--- src/dct_consts.vh ---
// Constants for the counter pair control block: register offsets,
// field positions and reset values. Assumes the includer is a module.
`ifndef DCT_CONSTS_VH
`define DCT_CONSTS_VH
`define DCT_ADDR_MODE 8'h01
`define DCT_ADDR_CBCTL 8'h02
`define DCT_ADDR_RUNSYNC 8'h03
`define DCT_ADDR_CAPLO 8'h04
`define DCT_ADDR_CAPHI 8'h05
// Shared mode control fields
`define DCT_MODE_INSEL 7
`define DCT_MODE_DEMOD 6
`define DCT_MODE_EDGE_HI 5
`define DCT_MODE_EDGE_LO 4
`define DCT_MODE_FLT_HI 3
`define DCT_MODE_FLT_LO 2
// Counter B control fields
`define DCT_CB_EN 7
`define DCT_CB_POLICY 6
`define DCT_CB_TMO 5
`define DCT_CB_CLK_HI 4
`define DCT_CB_CLK_LO 3
`define DCT_CB_CAPMSK 2
`define DCT_CB_CNTMSK 1
`define DCT_CB_OUTSEL 0
// Run and sync register fields
`define DCT_RS_BEN 7
`define DCT_RS_AEN 6
`define DCT_RS_SYNC 5
`define DCT_RS_RSVD 5'h1f
// Reset values and counts
`define DCT_MODE_RST 8'h00
`define DCT_CB_RST 8'h00
`define DCT_A_RELOAD 8'hff
`define DCT_B_RELOAD 16'hffff
`define DCT_DIV_W 3
`endif

--- src/dct_input_filter.v ---
// Input circuit: pin synchroniser, glitch filter and edge detector.
// Assumes both pins are asynchronous to clk_i.
`timescale 1ns/100ps
module dct_input_filter (
  input wire clk_i,
  input wire rst_n_i,
  input wire pin_a_i,
  input wire pin_b_i,
  input wire sel_b_i,
  input wire [1:0] edge_sel_i,
  input wire [1:0] flt_sel_i,
  output reg pos_o,
  output reg neg_o
);
  reg [1:0] sa_r;
  reg [1:0] sb_r;
  reg flt_r;
  reg [3:0] cnt_r;
  reg [3:0] need;
  wire raw;

  // Second stage only is read, the first feeds nothing else
  assign raw = sel_b_i ? sb_r[1] : sa_r[1];

  always @* begin
    case (flt_sel_i)
      2'd0: need = 4'h0;
      2'd1: need = 4'h1;
      2'd2: need = 4'h3;
      default: need = 4'h7;
    endcase
  end

  always @(posedge clk_i) begin
    if (!rst_n_i) begin
      sa_r <= 2'b00;
      sb_r <= 2'b00;
      flt_r <= 1'b0;
      cnt_r <= 4'h0;
      pos_o <= 1'b0;
      neg_o <= 1'b0;
    end else begin
      sa_r <= {sa_r[0], pin_a_i};
      sb_r <= {sb_r[0], pin_b_i};
      pos_o <= 1'b0;
      neg_o <= 1'b0;
      if (raw == flt_r) begin
        cnt_r <= 4'h0;
      end else if (cnt_r >= need) begin
        // Level held long enough: accept it as a real edge
        flt_r <= raw;
        cnt_r <= 4'h0;
        pos_o <= raw & edge_sel_i[0];
        neg_o <= ~raw & edge_sel_i[1];
      end else begin
        cnt_r <= cnt_r + 4'h1;
      end
    end
  end
endmodule // dct_input_filter

--- src/dct_counter_pair.v ---
// Control and status for the counter pair: registers, counter B
// demodulation capture, timeout flag, interrupt requests and pin route.
// Assumes a register port from the core on the same clock as clk_i.
//
// Overview of operation
// - Policy 0: capture and reload each edge
// - Policy 1: capture first edge, ignore later
// - Terminal count sets timeout; write 1 clears
// - Capture with mask raises capture interrupt
// - Timeout with mask raises counter interrupt
// - Select bit routes pin: port or waveform
// - Clock-select field sets counter B rate
// - Bit 7 runs/stops counter B, reads status
// - Bit 6 runs/stops counter A, reads status
// - Bit 5 is sync-mode enable, reset 0
// - Stop-mode recovery keeps sync bit
// - Bits 4..0 read ones, writes ignored
// - Edge detector on selected pin, edges chosen
// - Filter drops pulses below selected width
// - Sync aligns counter A with demodulated edge
`timescale 1ns/100ps
`include "dct_consts.vh"
module dct_counter_pair (
  input wire clk_i,
  input wire rst_n_i,
  input wire stop_recover_i,
  input wire [7:0] reg_addr_i,
  input wire [7:0] reg_wdata_i,
  input wire reg_wr_i,
  input wire reg_rd_i,
  input wire capture_input_pin_a_i,
  input wire capture_input_pin_b_i,
  input wire port_out_i,
  output reg [7:0] reg_rdata_o,
  output reg counter_b_output_pin_o,
  output reg capture_irq_o,
  output reg timeout_irq_o,
  output reg counter_a_timeout_o
);
  reg [7:0] mode_r;
  reg [7:0] cb_ctl_r;
  reg b_run_r;
  reg a_run_r;
  reg sync_r;
  reg tmo_r;
  reg [15:0] cnt_b_r;
  reg [7:0] cnt_a_r;
  reg [15:0] cap_r;
  reg armed_r;
  reg wave_r;
  reg [`DCT_DIV_W-1:0] div_r;
  reg [7:0] rd_nxt;
  reg tick;
  wire pos_edge;
  wire neg_edge;
  wire any_edge;
  wire demod;
  wire wr_mode;
  wire wr_cb;
  wire wr_rs;
  wire b_zero;
  wire a_zero;
  wire b_tc;
  wire a_tc;
  wire edge_cap;
  wire tmo_cap;
  wire capture;
  wire rearm;

  function sel_hit;
    input [7:0] addr;
    input [7:0] want;
    input strobe;
    begin
      sel_hit = strobe & (addr == want);
    end
  endfunction

  assign wr_mode = sel_hit(reg_addr_i, `DCT_ADDR_MODE, reg_wr_i);
  assign wr_cb = sel_hit(reg_addr_i, `DCT_ADDR_CBCTL, reg_wr_i);
  assign wr_rs = sel_hit(reg_addr_i, `DCT_ADDR_RUNSYNC, reg_wr_i);

  dct_input_filter u_filt (
    .clk_i(clk_i),
    .rst_n_i(rst_n_i),
    .pin_a_i(capture_input_pin_a_i),
    .pin_b_i(capture_input_pin_b_i),
    .sel_b_i(mode_r[`DCT_MODE_INSEL]),
    .edge_sel_i(mode_r[`DCT_MODE_EDGE_HI:`DCT_MODE_EDGE_LO]),
    .flt_sel_i(mode_r[`DCT_MODE_FLT_HI:`DCT_MODE_FLT_LO]),
    .pos_o(pos_edge),
    .neg_o(neg_edge)
  );

  assign any_edge = pos_edge | neg_edge;
  assign demod = mode_r[`DCT_MODE_DEMOD];

  // Prescaler: field 0..3 gives divide by 1, 2, 4 or 8
  always @* begin
    case (cb_ctl_r[`DCT_CB_CLK_HI:`DCT_CB_CLK_LO])
      2'd0: tick = 1'b1;
      2'd1: tick = (div_r[0] == 1'b1);
      2'd2: tick = (div_r[1:0] == 2'b11);
      default: tick = (div_r == 3'b111);
    endcase
  end

  assign b_zero = (cnt_b_r == 16'h0000);
  assign a_zero = (cnt_a_r == 8'h00);
  assign b_tc = b_run_r & tick & b_zero;
  assign a_tc = a_run_r & a_zero;

  // Policy 0 captures every edge; policy 1 only while armed
  assign edge_cap = b_run_r & demod & any_edge &
    (~cb_ctl_r[`DCT_CB_POLICY] | armed_r);
  // Under policy 1, once disarmed, a counter A timeout also captures, without reload
  assign tmo_cap = b_run_r & demod & cb_ctl_r[`DCT_CB_POLICY] &
    ~armed_r & a_tc;
  assign capture = edge_cap | tmo_cap;
  // Writing the policy bit 0 then 1 arms it again for one edge
  assign rearm = wr_cb & reg_wdata_i[`DCT_CB_POLICY] &
    ~cb_ctl_r[`DCT_CB_POLICY];

  always @(posedge clk_i) begin
    if (!rst_n_i) begin
      sync_r <= 1'b0;
    end else if (wr_rs) begin
      sync_r <= reg_wdata_i[`DCT_RS_SYNC];
    end
  end

  // Stop-mode recovery reinitialises all state except the sync bit, the read data register and the input filter
  always @(posedge clk_i) begin
    if (!rst_n_i || stop_recover_i) begin
      mode_r <= `DCT_MODE_RST;
      cb_ctl_r <= `DCT_CB_RST;
      b_run_r <= 1'b0;
      a_run_r <= 1'b0;
      tmo_r <= 1'b0;
      cnt_b_r <= `DCT_B_RELOAD;
      cnt_a_r <= `DCT_A_RELOAD;
      cap_r <= 16'h0000;
      armed_r <= 1'b1;
      wave_r <= 1'b0;
      div_r <= {`DCT_DIV_W{1'b0}};
      capture_irq_o <= 1'b0;
      timeout_irq_o <= 1'b0;
      counter_a_timeout_o <= 1'b0;
      counter_b_output_pin_o <= 1'b0;
    end else begin
      if (wr_mode) begin
        mode_r <= reg_wdata_i;
      end
      if (wr_cb) begin
        cb_ctl_r <= reg_wdata_i;
      end
      // Run/sync enable bits start or stop both counters; counter B control bit 7 only counter B
      if (wr_rs) begin
        b_run_r <= reg_wdata_i[`DCT_RS_BEN];
        a_run_r <= reg_wdata_i[`DCT_RS_AEN];
      end else if (wr_cb) begin
        b_run_r <= reg_wdata_i[`DCT_CB_EN];
      end
      div_r <= div_r + 3'd1;
      // Set wins over a clear in the same cycle
      if (b_tc) begin
        tmo_r <= 1'b1;
      end else if (wr_cb && reg_wdata_i[`DCT_CB_TMO]) begin
        tmo_r <= 1'b0;
      end
      if (rearm) begin
        armed_r <= 1'b1;
      end else if (edge_cap) begin
        armed_r <= 1'b0;
      end
      if (capture) begin
        cap_r <= cnt_b_r;
      end
      if (edge_cap) begin
        cnt_b_r <= `DCT_B_RELOAD;
      end else if (b_run_r && tick) begin
        // Counts on past zero by wrapping back to the reload value
        cnt_b_r <= cnt_b_r - 16'h0001;
      end
      if (b_tc) begin
        wave_r <= ~wave_r;
      end
      // Sync: counter A restarts with the demodulated edge so the
      // first carrier pulse is always whole
      if (sync_r && edge_cap) begin
        cnt_a_r <= `DCT_A_RELOAD;
      end else if (a_run_r) begin
        cnt_a_r <= cnt_a_r - 8'h01;
      end
      capture_irq_o <= capture & cb_ctl_r[`DCT_CB_CAPMSK];
      timeout_irq_o <= b_tc & cb_ctl_r[`DCT_CB_CNTMSK];
      counter_a_timeout_o <= a_tc;
      counter_b_output_pin_o <= cb_ctl_r[`DCT_CB_OUTSEL] ?
        wave_r : port_out_i;
    end
  end

  always @* begin
    case (reg_addr_i)
      `DCT_ADDR_MODE: rd_nxt = mode_r;
      `DCT_ADDR_CBCTL: rd_nxt = {b_run_r, cb_ctl_r[6],
        tmo_r, cb_ctl_r[4:0]};
      `DCT_ADDR_RUNSYNC: rd_nxt = {b_run_r, a_run_r, sync_r,
        `DCT_RS_RSVD};
      `DCT_ADDR_CAPLO: rd_nxt = cap_r[7:0];
      `DCT_ADDR_CAPHI: rd_nxt = cap_r[15:8];
      default: rd_nxt = 8'h00;
    endcase
  end

  always @(posedge clk_i) begin
    if (!rst_n_i) begin
      reg_rdata_o <= 8'h00;
    end else if (reg_rd_i) begin
      reg_rdata_o <= rd_nxt;
    end
  end
endmodule // dct_counter_pair

--- config.mk ---
export PLATFORM = sky130hd
export DESIGN_NAME = dct_counter_pair
export DESIGN_NICKNAME = d
export VERILOG_FILES = /design/src/dct_input_filter.v /design/src/dct_counter_pair.v
export VERILOG_INCLUDE_DIRS = /design/src
export SDC_FILE = /design/constraint.sdc
export NUM_CORES = 1
export LEC_CHECK = 0
export BUFFER_PORTS_ARGS = -buffer_cell sky130_fd_sc_hd__clkbuf_2
export CORE_MARGIN = 10
export CORE_UTILIZATION = 47
export CTS_CLUSTER_DIAMETER = 80
export DETAILED_ROUTE_END_ITERATION = 8
export GPL_ROUTABILITY_DRIVEN = 0
export GPL_TIMING_DRIVEN = 0
export PLACE_DENSITY_LB_ADDON = 0.12
export SLEW_MARGIN = 10
export SYNTH_ARGS = -nofsm -noshare
export SYNTH_HDL_FRONTEND = slang
export SYNTH_SLANG_ARGS = --single-unit
--- constraint.sdc ---
create_clock -name clk_i -period 2.4 [get_ports clk_i]
set_input_delay 0.36 -clock clk_i [delete_from_list [all_inputs] [get_ports clk_i]]
set_output_delay 0.36 -clock clk_i [all_outputs]
set_load 0.1 [all_outputs]
==> results_dict.tcl <==
set metrics [dict create \
    peakVddDrop_v 0.0002495 \
    run_status "finished, final reports clean" \
    ys_seq_area_frac 0.4280 \
    routed_wl_mm 9.845 \
    pin_count 36 \
    grt_max_degree 14 \
    core_area_sq_um 8258 \
    period_needed_ps 2111 \
    yosysUniqueCellTypes 57 \
    ff2ff_path_depth 7 \
    wl_per_cell_microns 16.19 \
    grt_pass1_wl_mm 16.64 \
    placed_area_sq_um 4329 \
    clock_latency_ps 360 \
    r2r-end "cap_r[10]" \
    critPathLaunch "cnt_a_r[0]" \
    fin_crit_sh 0.8797 \
    maxCapViolCount 0 \
    port_buffers 35 \
    cts_root_buf "clkbuf_8" \
    tightest_slew_ps 847.7 \
    synth_most_common_cell "dfxtp_1" \
    syn-num-nets 486 \
    clock_skew_ps 10.31 \
    avgSynthCellArea_sq_um 8.900 \
    finish.instance_area_sq_um 4531 \
    hold_viol_final 0 \
    rsz0062_at_grt "false" \
    fillCellCount 781 \
    cp.arrival_ps 2400 \
    power.leakage_nw 1.625 \
    cts_made_buffers 9 \
    dp.final_hpwl_mm 7.432 \
    utilization 0.5486 \
    dpl.cell_count 592 \
    first_pass_iters 7 \
    clk_pin_slew_ps 80 \
    syn_area_sq_um 4023 \
    track_usage 0.1567 \
    die_h_microns 112.5 \
    syn2layout_area_growth_pct 12.63 \
    drtIter0Drc 140 \
    dieArea_sq_um 12660 \
    grt_overflow 0 \
    die_w_microns 112.5 \
    max_clock_freq_mhz 473.6 \
    layout.cells.non_filler 608 \
    drive_gt1_frac 0.1630 \
    ys_top_cells_by_count "86 x dfxtp_1, 36 x nand2_1, 35 x o21ai_0" \
    grt_pass1_vias 3283 \
    h-tree-depth 3 \
    num_vias 3396 \
    antenna_cells 0 \
    maxSlewViolCount 0 \
    place_ws_ps 133.7 \
    initial_core_util 0.4871 \
    ys_warn_count 0 \
    crit_path_max_fanout 10 \
    power_density_nw_per_um2 566.0 \
    timing.rr.start "cnt_a_r[0]" \
    yosys.area.top_type "dfxtp_1" \
    rrSetupSlack_ps 290 \
    setup_tns_ps 0 \
    async_reset_ff_frac 0 \
    setup_viol 0 \
    cts_num_sinks 86 \
    syn_inst 452 \
    viasPerCell 5.586 \
    start_kind "flop" \
    synth_top_area_frac 0.4280 \
    crit_path_end "cap_r[10]" \
    cts_tree "built" \
    synth-edff-count 0 \
    final_nets 533 \
    clk_path_buf_depth 2 \
    setup_ws_ps 288.7 \
    drc 0 \
    antenna_left 0 \
    yosys_most_used_dff "dfxtp_1" \
    critical_path_class "flop to flop" \
    rows 33 \
    slew_headroom 0.4318 \
    ys_seq_elements 86 \
    hold_path.class "input port to flop" \
    worstPathRequired_ps 2690 \
    end_kind "flop" \
    synth_area_leaders "dfxtp_1 43%, o21ai_0 4.4%, a21oi_1 4.1%" \
    antenna_found_initial 0 \
]
-- final cells by class --
class | count | area [sq um] | area share
Buffer | 24 | 116.4 | 0.02568
Clock buffer | 11 | 141.4 | 0.03121
Clock inverter | 4 | 47.55 | 0.01049
Inverter | 10 | 37.54 | 0.008285
Multi-Input combinational cell | 332 | 2152 | 0.4750
Sequential cell | 86 | 1722 | 0.3800
Tap cell | 105 | 131.4 | 0.02900
Timing Repair Buffer | 36 | 182.7 | 0.04032
-- sequential cells by signal (all words and copies together), names as in the netlist, 2 cells and up --
register and cells:
cap_r 16, cnt_b_r 16, reg_rdata_o 8, u_filt.sa_r 2
mode_r 8, u_filt.sb_r 2, cb_ctl_r 6, cnt_a_r 8
div_r 3, u_filt.cnt_r 4
-- routing by layer --
| metal | vias up | wire [microns] | global-route usage | part of all wire |
|---|---|---|---|---|
| met5 | - | 0 | 0 | 0 |
| met4 | 0 | 193 | 0.04399 | 0.020 |
| met3 | 14 | 590 | 0.04100 | 0.060 |
| met2 | 94 | 4333 | 0.2449 | 0.44 |
| met1 | 1552 | 4728 | 0.2075 | 0.48 |
| li1 | 1736 | - | - | - |
-- stage by stage --
step	total power, mW	hold slack, ps
6_report	2.564	204.5
3_5_place_dp	1.589	436.2
3_3_place_gp	1.588	430.1
5_1_grt	2.662	216.0
4_1_cts	2.589	201.1
2_1_floorplan	1.539	411.9
-- how the worst min path moves through the flow --
stage                          start        endpoint  slack [ps]  depth (start not counted)
2_1_floorplan         u_filt.sa_r[0]  u_filt.sa_r[1]         410                          1
3_3_place_gp                div_r[0]        div_r[0]         430                          1
3_5_place_dp          u_filt.sa_r[0]  u_filt.sa_r[1]         440                          1
4_1_cts        capture_input_pin_a_i  u_filt.sa_r[0]         200                          2
5_1_grt        capture_input_pin_a_i  u_filt.sa_r[0]         220                          2
6_report       capture_input_pin_a_i  u_filt.sa_r[0]         200                          2
-- cell families after synthesis --
logic type,after synthesis,synth area share
and+or+nand+nor,179,0.2529
AOI/OAI and AO/OA,108,0.1642
DFF,86,0.4280
buffers and inverters,34,0.03826
muxes,23,0.05941
xor gates and xnor gates,12,0.02613
adders and majority gates,10,0.03110
-- worst max-delay path: stages, from the launching register on --
cell	delay, ps
dfxtp_1	340
inv_1	80
ha_1	150
nor4bb_1	480
and4_1	380
clkbuf_1	290
o21ai_0	170
a21oi_1	160
-- cell usage in the layout, fill, tap and decap left out, types with 3 or more instances in the layout --
| cell | synthesis | layout |
|---|---|---|
| ha_1 | 10 | 10 |
| nor3_1 | 8 | 8 |
| o31ai_1 | 3 | 3 |
| nor4bb_1 | 3 | 3 |
| a31oi_1 | 6 | 6 |
| clkbuf_2 | 1 | 36 |
| o211ai_1 | 3 | 3 |
| and2_1 | 13 | 13 |
| dfxtp_1 | 86 | 86 |
| mux2_2 | 7 | 7 |
| nor2_1 | 23 | 23 |
| nor2b_1 | 6 | 6 |
| xnor2_1 | 10 | 10 |
| nand2b_1 | 9 | 9 |
| nor3b_1 | 5 | 5 |
| nand4_1 | 4 | 4 |
| a311oi_1 | 4 | 4 |
| a21oi_1 | 33 | 33 |
| clkbuf_1 | 18 | 19 |
| clkbuf_8 | 0 | 10 |
| or2_2 | 5 | 5 |
| nor4_1 | 7 | 7 |
| inv_1 | 10 | 10 |
| and4_1 | 4 | 4 |
| nand2_1 | 36 | 36 |
| mux2i_1 | 16 | 16 |
| nand3_1 | 28 | 28 |
| o21ai_2 | 8 | 8 |
| o21ai_0 | 35 | 35 |
| or4_1 | 3 | 3 |
| nand3b_1 | 9 | 9 |
-- power by group --
part	internal, mW	switching (mW)	leakage, nW
combinational	0.0430	0.0779	0.835
clock	0.501	0.508	0.0952
sequential	1.43	0.00272	0.695
total	1.98	0.589	1.63
-- repair_timing --
| action | 4_1_cts | 5_1_grt |
|---|---|---|
| gates resized for setup | 0 | 1 |
| endpoints found under the setup margin | 0 | 18 |
| setup buffers | 0 | 1 |
| hold buffers | 0 | 0 |
(Power assumes the default switching activity.)
